--- src/fpm_cfg.svh ---
// offsets, field positions, reset values and timing counts of the fault monitor
`ifndef FPM_CFG_SVH
`define FPM_CFG_SVH

// ----------------------------------------------------------------------
// register offsets
// ----------------------------------------------------------------------
`define FPM_ADDR_W 8
`define FPM_OFS_CFG 8'h00
`define FPM_OFS_STATUS 8'h04
`define FPM_OFS_MASK 8'h08
`define FPM_OFS_LIVE 8'h0C

// ----------------------------------------------------------------------
// config fields and reset value
// ----------------------------------------------------------------------
`define FPM_CFG_OC_LSB 0
`define FPM_CFG_OV_LSB 4
`define FPM_CFG_UV_LSB 6
`define FPM_CFG_PG_BIT 8
`define FPM_CFG_TRK_BIT 9
`define FPM_CFG_LATCH_LSB 10
`define FPM_CFG_RESET 32'h0000_002A

// ----------------------------------------------------------------------
// status / mask bit positions
// ----------------------------------------------------------------------
`define FPM_EV_OC 0
`define FPM_EV_OV 1
`define FPM_EV_UV 2
`define FPM_EV_OT 3
`define FPM_EV_TRK 4
`define FPM_EV_WARN 5
`define FPM_EVENTS 6

// ----------------------------------------------------------------------
// filter channels
// ----------------------------------------------------------------------
`define FPM_CH_OV 0
`define FPM_CH_UV 1
`define FPM_CH_OT 2
`define FPM_CH_TRK 3
`define FPM_CH_WARN 4
`define FPM_CH_PG 5
`define FPM_CHANNELS 6

// ----------------------------------------------------------------------
// thresholds (percent, mV, degC)
// ----------------------------------------------------------------------
`define FPM_OC_BASE 60
`define FPM_OC_STEP 12
`define FPM_OC_MAXSEL 10
`define FPM_OV_BASE 110
`define FPM_OV_STEP 10
`define FPM_OV_MAXSEL 2
`define FPM_OV_FLOOR_MV 1000
`define FPM_UV_BASE 75
`define FPM_UV_STEP 5
`define FPM_UV_MAXSEL 2
`define FPM_PG_LO_BASE 90
`define FPM_PG_LO_STEP 5
`define FPM_PG_HI 110
`define FPM_TRK_MV 250
`define FPM_OT_TRIP_C 130
`define FPM_OT_RESUME_C 120
`define FPM_WARN_SET_C 120
`define FPM_WARN_HYST_C 3

// ----------------------------------------------------------------------
// timing
// ----------------------------------------------------------------------
`define FPM_CLK_PS 5000
`define FPM_QUAL_US 6
`define FPM_QUAL_CYCLES ((`FPM_QUAL_US * 1000000 + `FPM_CLK_PS - 1) / `FPM_CLK_PS)
`define FPM_RETRY_MS 130
`define FPM_RETRY_CYCLES ((`FPM_RETRY_MS * 1000) / (`FPM_CLK_PS / 1000) * 1000)

`endif

--- src/fpm_pkg.sv ---
// types of the fault protection monitor
package fpm_pkg;

  typedef enum logic [1:0] {
    FPM_RUN,
    FPM_RETRY,
    FPM_LATCHED
  } fpm_state_t;

  // filter state: one 12-bit stability counter and one output per channel
  typedef struct packed {
    logic [5:0][11:0] cnt;
    logic [5:0] qual;
  } fpm_filt_t;

  // monitor state
  typedef struct packed {
    logic [31:0] cfg;
    logic [5:0] status;
    logic [5:0] mask;
    fpm_state_t st;
    logic [31:0] cnt;
    logic [31:0] rdata;
    logic otHot;
    logic warnRaw;
  } fpm_mon_t;

endpackage

--- src/fpm_qual_if.sv ---
// raw and qualified comparator levels between monitor and filter
`timescale 1ns/1ps
`default_nettype none
interface fpm_qual_if #(parameter int N = 6);
  logic [N-1:0] raw;
  logic [N-1:0] qual;
  modport src (output raw, input qual);
  modport flt (input raw, output qual);
endinterface
`default_nettype wire

--- src/fpm_monitor.sv ---
// fault protection monitor of a step-down point-of-load converter
//
// Functional notes
// - protections latch or retry every 130 ms
// - overcurrent 60..180 percent, 11 steps, default 180
// - overvoltage 110..130 percent, default 130
// - overvoltage threshold never below 1.0 V
// - undervoltage 75..85 percent, default 75
// - turn-off 6 us after threshold crossing (overcurrent turns off at once, without the 6 us filter)
// - overtemperature off at 130, resume at 120
// - tracking off by default, ramp only, 250 mV
// - warning at 120 C, 3 C hysteresis, status
// - warning asserts no sooner than 6 us
// - power good inside 90/95..110 percent window
// - power good changes no sooner than 6 us
//
// Design decisions made here: the address-and-strobe port and the register offsets.
`timescale 1ns/1ps
`default_nettype none
`include "fpm_cfg.svh"
module fpm_monitor #(
  parameter int RETRY_CYCLES = `FPM_RETRY_CYCLES,
  parameter int QUAL_CYCLES = `FPM_QUAL_CYCLES
) (
  // clock and reset
  input wire logic clk,
  input wire logic rst,
  // register port
  input wire logic [`FPM_ADDR_W-1:0] regAddr,
  input wire logic [31:0] regWdata,
  input wire logic regWr,
  input wire logic regRd,
  output logic [31:0] regRdata,
  // measurements (mV, mA, degC)
  input wire logic [15:0] voutMv,
  input wire logic [15:0] vsetMv,
  input wire logic [15:0] trackRefMv,
  input wire logic [15:0] ioutMa,
  input wire logic [15:0] iratedMa,
  input wire logic signed [9:0] tempC,
  input wire logic rampActive,
  // outputs
  output logic turnOff,
  output logic power_good_out,
  output logic otWarning,
  output logic irq
);
  import fpm_pkg::*;

  // ----------------------------------------------------------------------
  // parameter checks
  // ----------------------------------------------------------------------
  if (RETRY_CYCLES < 1) begin : g_bad
    $error("RETRY_CYCLES must be at least 1");
  end

  localparam logic [31:0] RETRY_LAST = 32'(RETRY_CYCLES - 1);

  fpm_mon_t r;
  fpm_mon_t next_r;
  fpm_qual_if #(.N(`FPM_CHANNELS)) qi ();

  fpm_filter #(.QUAL_CYCLES(QUAL_CYCLES)) u_filt (
    .clk(clk),
    .rst(rst),
    .q(qi.flt)
  );

  // ----------------------------------------------------------------------
  // config decode
  // ----------------------------------------------------------------------
  logic [3:0] ocSel;
  logic [1:0] ovSel;
  logic [1:0] uvSel;
  logic pgSel;
  logic trkEn;
  logic [4:0] latchSel;
  logic [7:0] ocPct;
  logic [7:0] ovPct;
  logic [7:0] uvPct;
  logic [7:0] pgLoPct;

  assign ocSel = r.cfg[`FPM_CFG_OC_LSB +: 4];
  assign ovSel = r.cfg[`FPM_CFG_OV_LSB +: 2];
  assign uvSel = r.cfg[`FPM_CFG_UV_LSB +: 2];
  assign pgSel = r.cfg[`FPM_CFG_PG_BIT];
  assign trkEn = r.cfg[`FPM_CFG_TRK_BIT];
  assign latchSel = r.cfg[`FPM_CFG_LATCH_LSB +: 5];

  // percent per setting, out-of-range codes clamp to the top step
  always_comb begin
    ocPct = 8'(`FPM_OC_BASE + `FPM_OC_STEP * ((ocSel > 4'(`FPM_OC_MAXSEL)) ? `FPM_OC_MAXSEL : ocSel));
    ovPct = 8'(`FPM_OV_BASE + `FPM_OV_STEP * ((ovSel > 2'(`FPM_OV_MAXSEL)) ? `FPM_OV_MAXSEL : ovSel));
    uvPct = 8'(`FPM_UV_BASE + `FPM_UV_STEP * ((uvSel > 2'(`FPM_UV_MAXSEL)) ? `FPM_UV_MAXSEL : uvSel));
    pgLoPct = 8'(`FPM_PG_LO_BASE + `FPM_PG_LO_STEP * pgSel);
  end

  // ----------------------------------------------------------------------
  // comparators, scaled by 100 to avoid division
  // ----------------------------------------------------------------------
  logic [31:0] vout100;
  logic [31:0] iout100;
  logic [31:0] ovLim;
  logic [31:0] trkErr;
  logic ocRaw;
  logic ovRaw;
  logic uvRaw;
  logic otRaw;
  logic trkRaw;
  logic pgRaw;
  logic runNow;

  assign runNow = (r.st == FPM_RUN);
  assign vout100 = 32'(voutMv) * 32'd100;
  assign iout100 = 32'(ioutMa) * 32'd100;
  // threshold floor of 1.0 V whatever the percent
  assign ovLim = (32'(vsetMv) * 32'(ovPct) < 32'(`FPM_OV_FLOOR_MV) * 32'd100) ?
                 32'(`FPM_OV_FLOOR_MV) * 32'd100 : 32'(vsetMv) * 32'(ovPct);
  assign trkErr = (voutMv >= trackRefMv) ? 32'(voutMv - trackRefMv) : 32'(trackRefMv - voutMv);

  always_comb begin
    ocRaw = iout100 > 32'(iratedMa) * 32'(ocPct);
    ovRaw = vout100 > ovLim;
    uvRaw = runNow && !rampActive && (vout100 < 32'(vsetMv) * 32'(uvPct));
    otRaw = tempC >= $signed(10'(`FPM_OT_TRIP_C));
    trkRaw = trkEn && rampActive && runNow && (trkErr > 32'(`FPM_TRK_MV));
    pgRaw = (vout100 >= 32'(vsetMv) * 32'(pgLoPct)) &&
            (vout100 <= 32'(vsetMv) * 32'(`FPM_PG_HI));
  end

  assign qi.raw = {pgRaw, r.warnRaw, trkRaw, otRaw, uvRaw, ovRaw};

  // ----------------------------------------------------------------------
  // fault vector (overcurrent acts at once, others after the filter)
  // ----------------------------------------------------------------------
  logic [4:0] faultVec;
  logic faultAny;
  logic latchHit;
  logic cfgWrite;

  assign faultVec = {qi.qual[`FPM_CH_TRK], qi.qual[`FPM_CH_OT], qi.qual[`FPM_CH_UV],
                     qi.qual[`FPM_CH_OV], ocRaw};
  assign faultAny = runNow && |faultVec;
  assign latchHit = |(faultVec & latchSel);
  assign cfgWrite = regWr && (regAddr == `FPM_OFS_CFG);

  // ----------------------------------------------------------------------
  // next state: registers, fault sequencer, hysteresis
  // ----------------------------------------------------------------------
  always_comb begin
    next_r = r;
    // read data, valid in the cycle after the strobe
    next_r.rdata = 32'h0000_0000;
    if (regRd) begin
      unique case (regAddr)
        `FPM_OFS_CFG: next_r.rdata = r.cfg;
        `FPM_OFS_STATUS: next_r.rdata = 32'(r.status);
        `FPM_OFS_MASK: next_r.rdata = 32'(r.mask);
        `FPM_OFS_LIVE: next_r.rdata = 32'({r.warnRaw, r.otHot, qi.qual, r.st});
        default: next_r.rdata = 32'h0000_0000;
      endcase
    end
    // writes
    if (cfgWrite) begin
      next_r.cfg = 32'(regWdata[14:0]);
    end
    if (regWr && regAddr == `FPM_OFS_MASK) begin
      next_r.mask = regWdata[5:0];
    end
    if (regWr && regAddr == `FPM_OFS_STATUS) begin
      next_r.status = r.status & ~regWdata[5:0];
    end
    // sticky events, set wins over the clear
    if (faultAny) begin
      next_r.status[4:0] = next_r.status[4:0] | faultVec;
    end
    if (qi.qual[`FPM_CH_WARN]) begin
      next_r.status[`FPM_EV_WARN] = 1'b1;
    end
    // warning level with hysteresis
    // signed limits keep sub-zero readings from looking hot
    if (tempC >= $signed(10'(`FPM_WARN_SET_C))) begin
      next_r.warnRaw = 1'b1;
    end else if (tempC <= $signed(10'(`FPM_WARN_SET_C - `FPM_WARN_HYST_C))) begin
      next_r.warnRaw = 1'b0;
    end
    // overtemperature hold until cooled to the resume level
    if (qi.qual[`FPM_CH_OT]) begin
      next_r.otHot = 1'b1;
    end else if (tempC <= $signed(10'(`FPM_OT_RESUME_C))) begin
      next_r.otHot = 1'b0;
    end
    // fault sequencer
    unique case (r.st)
      FPM_RUN: begin
        next_r.cnt = 32'h0000_0000;
        if (faultAny) begin
          next_r.st = latchHit ? FPM_LATCHED : FPM_RETRY;
        end
        if (qi.qual[`FPM_CH_OT]) begin
          next_r.otHot = 1'b1;
        end
      end
      FPM_RETRY: begin
        if (r.cnt != RETRY_LAST) begin
          next_r.cnt = r.cnt + 32'h0000_0001;
        end else if (!r.otHot) begin
          next_r.st = FPM_RUN;
        end
      end
      FPM_LATCHED: begin
        if (cfgWrite) begin
          next_r.st = FPM_RUN;
        end
      end
    endcase
  end

  // state register
  always_ff @(posedge clk or posedge rst) begin
    if (rst) begin
      r.cfg <= `FPM_CFG_RESET;
      r.status <= 6'h00;
      r.mask <= 6'h00;
      r.st <= FPM_RUN;
      r.cnt <= 32'h0000_0000;
      r.rdata <= 32'h0000_0000;
      r.otHot <= 1'b0;
      r.warnRaw <= 1'b0;
    end else begin
      r <= next_r;
    end
  end

  // ----------------------------------------------------------------------
  // outputs
  // ----------------------------------------------------------------------
  assign regRdata = r.rdata;
  assign turnOff = !runNow;
  assign power_good_out = qi.qual[`FPM_CH_PG];
  assign otWarning = qi.qual[`FPM_CH_WARN];
  assign irq = |(r.status & r.mask);
endmodule
`default_nettype wire

--- src/fpm_filter.sv ---
// persistence filter: an output follows its input only after a stable run
`timescale 1ns/1ps
`default_nettype none
`include "fpm_cfg.svh"
module fpm_filter #(
  parameter int QUAL_CYCLES = `FPM_QUAL_CYCLES
) (
  // clock and reset
  input wire logic clk,
  input wire logic rst,
  // comparator levels
  fpm_qual_if.flt q
);
  import fpm_pkg::*;

  // ----------------------------------------------------------------------
  // parameter check
  // ----------------------------------------------------------------------
  if (QUAL_CYCLES < 1 || QUAL_CYCLES > 4095) begin : g_bad
    $error("QUAL_CYCLES out of range");
  end

  localparam logic [11:0] LAST = 12'(QUAL_CYCLES - 1);

  fpm_filt_t r;
  fpm_filt_t next_r;

  // ----------------------------------------------------------------------
  // per channel stability count
  // ----------------------------------------------------------------------
  always_comb begin
    next_r = r;
    for (int i = 0; i < `FPM_CHANNELS; i++) begin
      if (q.raw[i] == r.qual[i]) begin
        next_r.cnt[i] = 12'h000;
      end else if (r.cnt[i] == LAST) begin
        next_r.cnt[i] = 12'h000;
        next_r.qual[i] = q.raw[i];
      end else begin
        next_r.cnt[i] = r.cnt[i] + 12'h001;
      end
    end
  end

  // state register
  always_ff @(posedge clk or posedge rst) begin
    if (rst) begin
      r <= '0;
    end else begin
      r <= next_r;
    end
  end

  assign q.qual = r.qual;

  // ----------------------------------------------------------------------
  // checks
  // ----------------------------------------------------------------------
  for (genvar i = 0; i < `FPM_CHANNELS; i++) begin : g_chk

  end
endmodule
`default_nettype wire

--- config.mk ---
export PLATFORM = sky130hd
export DESIGN_NAME = fpm_monitor
export DESIGN_NICKNAME = d
export VERILOG_FILES = /design/src/fpm_pkg.sv /design/src/fpm_qual_if.sv /design/src/fpm_monitor.sv /design/src/fpm_filter.sv
export VERILOG_INCLUDE_DIRS = /design/src /design/src/src
export SDC_FILE = /design/constraint.sdc
export NUM_CORES = 2
export LEC_CHECK = 0
export BUFFER_PORTS_ARGS = -buffer_cell sky130_fd_sc_hd__buf_4
export CAP_MARGIN = 20
export CORE_MARGIN = 1.5
export CORE_UTILIZATION = 57
export CTS_BUF_LIST = sky130_fd_sc_hd__clkbuf_8
export CTS_CLUSTER_SIZE = 12
export DETAILED_ROUTE_END_ITERATION = 8
export PLACE_DENSITY = 0.75
export SYNTH_ARGS = -nofsm -noshare
export SYNTH_HDL_FRONTEND = slang
export SYNTH_SLANG_ARGS = --single-unit
--- constraint.sdc ---
create_clock -name clk -period 14 [get_ports clk]
set_input_delay 1.4 -clock clk [delete_from_list [all_inputs] [get_ports clk]]
set_output_delay 1.4 -clock clk [all_outputs]
set_load 0.05 [all_outputs]
# Word level (Yosys, flattened, before mapping)
# Index checks and enable logic that the tools add are counted.
[word_totals] elab_cells=158 reg_bits=173 in_bits=135 out_inout_bits=36
[op_classes] n_bitwise=11 reduce_logical=28 eq_ne=23 mux=36 magnitude_cmp=15 n_addsub=13 multipliers=11
[op_table] op="12-bit two-way mux" count=12
[op_table] op="16-bit by 8-bit multiplier with 24-bit output" count=4
[op_table] op="12-bit by 1-bit adder with 12-bit output, second input constant" count=6
[op_table] op="12-bit by 11-bit == test with 1-bit output, second input constant" count=6
[op_table] op="32-bit two-way mux" count=2
[op_table] op="32-bit case mux with 2 select lines" count=1
[op_table] op="15-bit case mux with 4 select lines" count=1
[op_table] op="23-bit by 24-bit greater-than comparator with 1-bit output" count=2
[op_table] op="16-bit by 5-bit multiplier with 21-bit output, second input constant" count=2
[op_table] op="16-bit by 16-bit subtractor with 17-bit output" count=2
[op_table] op="32-bit by 1-bit adder with 32-bit output, second input constant" count=1
[op_table] op="32-bit by 8-bit greater-than comparator with 1-bit output, second input constant" count=1
[op_table] op="32-bit by 25-bit != test with 1-bit output, second input constant" count=1
[op_table] op="23-bit by 24-bit >= comparator with 1-bit output" count=1
[op_table] op="23-bit by 24-bit < comparator with 1-bit output" count=1
[op_table] op="24-bit by 17-bit < comparator with 1-bit output, second input constant" count=1
[op_table] op="24-bit two-way mux" count=1
[op_table] op="23-bit <= comparator" count=1
[op_table] op="16-bit by 6-bit multiplier with 22-bit output, second input constant" count=1
[op_table] op="10-bit by 8-bit <= comparator with 1-bit output, second input constant" count=2
[op_table] op="8-bit by 4-bit == test with 1-bit output, second input constant" count=2
[op_table] op="16-bit >= comparator" count=1
[op_table] op="15-bit two-way mux" count=1
[op_table] op="2-bit two-way mux" count=7
[op_table] op="other kinds (36)" count=77

# Depth between registers and ports, before layout
[depth] depth_word=11 depth_mapped=38

# Cells and area by module
# A second synthesis with hierarchy kept.
[unflattened] cells_unflattened=3380 hier_area_um2=29529.6
[by_module_without_submodules] module="fpm_monitor" area_each_um2=25623.3 seq_area_each_um2=1955.6 cells_each=3003 instances=1
[by_module_without_submodules] module="fpm_filter" area_each_um2=3906.2 seq_area_each_um2=1951.9 cells_each=377 instances=1

# Worst setup path before layout
# No wires, ideal clock.
[synth_path] path_type="input port to flip-flop" startpoint="input port vsetMv[5]" endpoint="register u_filt.r[10] (netlist bit)" t_required_ps=13875 setup_time_ps=125 cell_stages=31 slack_ps=5189 n_path_buf=3 t_arrival_ps=8686 path_cell_list="inv_1 -> or3_1 -> fa_1 -> fa_1 -> inv_1 -> fa_1 -> fa_1 -> ha_1 -> o21a_1 -> o31a_1 -> o41a_1 -> o31ai_2 -> o21ai_1 -> a221o_1 -> xor2_1 -> or4b_1 -> clkbuf_1 -> nand2_1 -> ha_1 -> a21o_1 -> a21o_1 -> a21o_1 -> a21oi_1 -> nor2b_1 -> o21ai_0 -> nand3_1 -> o2111ai_1 -> or2_1 -> clkbuf_1 -> buf_4 -> mux2_2"
[synth_rtl] item="start: declaration" line="fpm_monitor.sv:36" rtl="input wire logic [15:0] vsetMv,"
[synth_rtl] item="end signal: assignment" line="fpm_filter.sv:50" rtl="r <= next_r;"
[synth_rtl] item="end: declaration" line="fpm_filter.sv:25" rtl="fpm_filt_t r;"

==> results.toml <==
[global_routing]
grt_pass1_wl_um = 112000
top_usage_layer = "met2"
grt-ovfl-total = 0
grt_pass1_vias = 23200
grtUsageMet3_pct = 2.58
grt_usage_pct = 25.3
antenna_found_initial = 2
grt_max_degree = 87
grt_use_met2_pct = 44.3
grtUsageMet1_pct = 33.5

[detailed_routing]
dr_total_vias = 23500
drtPass1Iterations = 6
wl_per_cell_um = 15.7
drc = 0
drtAntennaViolNets = 0
totalWireLength_um = 65900
drt_iter0_drc = 1409
avgViaCountPerCell = 5.59

[placement]
place_ws_ns = 3.90
dp_hpwl_um = 54400
port_buffers = 136
gp_congestion = 0.891

[timing]
slew_violations = 0
fin_setup_tns_ns = 0
fmax_mhz = 103
fin_crit_sh_pct = 69.2
worst_pin_slew_ns = 0.955
finalCriticalPeriod_ns = 9.68
rsz0062_at_grt = "false"
timing.final.ws_setup_ns = 4.32
hold_viol = 0
clock_skew_ns = 0.0235
setup_violations = 0
maxSlewHeadroom_pct = 36.1

[cts]
cts-root-buf = "clkbuf_8"
postCtsSetupBuffers = 0
cts.repair.resized = 0
htreeDepth = 4
ctsHoldBuffers = 0
cts_tree = "done"
cts_buffer_depth = 2
path_clk_slew_ns = 0.10
clk-insertion-delay-late_ns = 0.46
clock-sinks = 156
cts_buffers = 17

[run]
max_cap_viol_count = 0

[die]
rows = 83
initial_utilization_pct = 57.9
core_region_area_um2 = 51500
die_x_um = 232
ios = 171
die_area_um2 = 53700
die_y_um = 232

[setup_path]
crit_path_start_kind = "input pin"
crit_path_max_incr_delay_ns = 0.74
end_kind = "register"
cp.required_ns = 14.33
slowest_stage = "or4b_1"
crit_top_cell = "inv_1"
critPathKind = "in2reg"
cp.arrival_ns = 10.01
worst-path-max-fanout = 15

[finish]
final_layout_size_suffix_gt1_share_pct = 7.10
fillers = 4534
nNetsFinal = 4443
ff_latch_area_um2 = 3910
multi_input_area_um2 = 23200
antenna_cells = 0
final_core_util_pct = 61.5
synthToLayoutAreaGrowth_pct = 6.21

[worst_hold_path]
hp-class = "reg2reg"

[synth]
yosys-top-cells-area = "ha_1 21%, fa_1 19%, dfrtp_1 13%"
synthArstFlopShare_pct = 100
syn_inst = 3443
synth_top_area_cell = "ha_1"
synth_top_cell_area_share_pct = 21.4
synth-main-ff-cell = "dfrtp_1"
ys_seq_elements = 156
synth_area_um2 = 29800
yosys_warnings = 0
avgSynthCellArea_um2 = 8.67
yosysSeqAreaShare_pct = 13.1
synth_edf_count = 0
yosysUniqueCellTypes = 86

[power_and_ir_drop]
total_power_mw = 4.85
p_leak_nw = 16.7
powerDensity_nw_per_um2 = 153
ir_drop_v = 0.000118

[status]
outcome = "finished, final reports clean"
==> routing by layer <==
layer,vias up,part of all wire (%)
li1,11700,-
met1,11200,45
met2,552,48
met3,77,4.7
met4,0,1.9
met5,-,0
==> layout by cell type, fill, tap and decap left out, types with 44 or more instances in the layout <==
cell	count
nor2b_1	46
and3_1	44
xor2_1	107
inv_1	582
nor3_1	50
dfrtp_1	153
nand2_1	247
and2_1	109
buf_4	148
o21ai_0	109
ha_1	510
nor2_1	193
a21o_1	70
a21oi_1	146
xnor2_1	84
fa_1	288
nand3_1	101
nand4_1	56
==> worst paths after layout <==
kind | from | endpoint | slack [ns] | cells after the start
setup / recovery | vsetMv[4] | u_filt.r[16] | 4.32 | 31
hold / removal | u_filt.r[66] | u_filt.r[66] | 0.46 | 1
setup reg to reg | ocSel[3] | r[67] | 4.78 | 35
hold reg to reg | u_filt.r[66] | u_filt.r[66] | 0.46 | 1
max in group asynchronous | rst | u_filt.r[16] | 11.55 | 3
min in group asynchronous | rst | u_filt.q.qual[5] | 1.04 | 2
==> worst max-delay path, delay by kind of cell <==
family | cells | cell delay (ns)
mux | 1 | 0.41
buf+inv | 5 | 0.67
fa+ha+maj | 6 | 2.38
simple gates | 7 | 2.30
compound gates | 12 | 2.79
==> cell usage after synthesis (6+ instances only) <==
master       n
a21o_1      70
nor2_1     193
clkbuf_1    70
or4b_1       7
mux2_2      33
fa_1       288
or4_1        6
a21boi_0    10
nand2_1    247
mux4_2       6
and3_1      44
a21oi_1    146
a31oi_1     19
nor2b_1     46
nand3b_1     6
nor3_1      50
o31ai_1     13
ha_1       510
nand4_1     56
xnor2_1     84
and2_1     109
buf_4       34
o21ai_0    109
inv_1      583
and4_1      14
a211o_1     10
a2111oi_0    7
o21a_1      29
dfrtp_1    153
o211ai_1    13
nand2b_1    33
a221oi_1     6
or2_2        7
a211oi_1    16
o21bai_1    22
a22oi_1      8
or3_1       22
nand3_1    101
nor4b_1      8
nor3b_1      8
nor4_1      24
xor2_1     107
mux2i_1     11
==> through the flow <==
stage          cell area (µm²)  instances  hold slack, ns
3_5_place_dp             31300       4170           0.445
3_3_place_gp             31300       4170           0.440
4_1_cts                  31700       4202           0.463
5_1_grt                  31700       4203           0.475
6_report                 31700       4203           0.465
2_1_floorplan            29900       3459           0.419
==> cell families (layout without fill, tap and decap cells) <==
logic type / after synthesis / after routing / share of synthesized area (%)
and+or+nand+nor: 1001 / 1001 / 17.2
adders and majority gates: 798 / 798 / 40.7
buffers and inverters: 700 / 764 / 9.35
AOI/OAI and AO/OA: 544 / 544 / 11.9
xor gates and xnor gates: 191 / 191 / 5.61
DFF: 156 / 156 / 13.1
muxes: 51 / 51 / 2.10
other: 2 / 18 / 0.0252
==> area by class of cell <==
class	instances	area share [%]
tap	680	2.68
timing repair buffer	149	3.54
clock inverter	15	0.525
multi-input combinational	2603	73.3
clock buffer	17	0.738
inverter	583	6.92
sequential	156	12.3
==> registers in the layout, summed over array words and instances, names as in the netlist <==
register	cells
u_filt.r	72
r	50
regRdata	15
u_filt.q.qual	6
latchSel	5
ocSel	4
ovSel	2
pgSel	1
qi.raw	1
==> power breakdown <==
part           leakage [nW]  total, mW  internal, mW  switching [mW]
Sequential             2.06      0.541         0.495          0.0462
Clock                 0.197      0.337         0.136           0.201
Combinational          14.4       3.97          1.72            2.26
(Power assumes the default switching activity.)
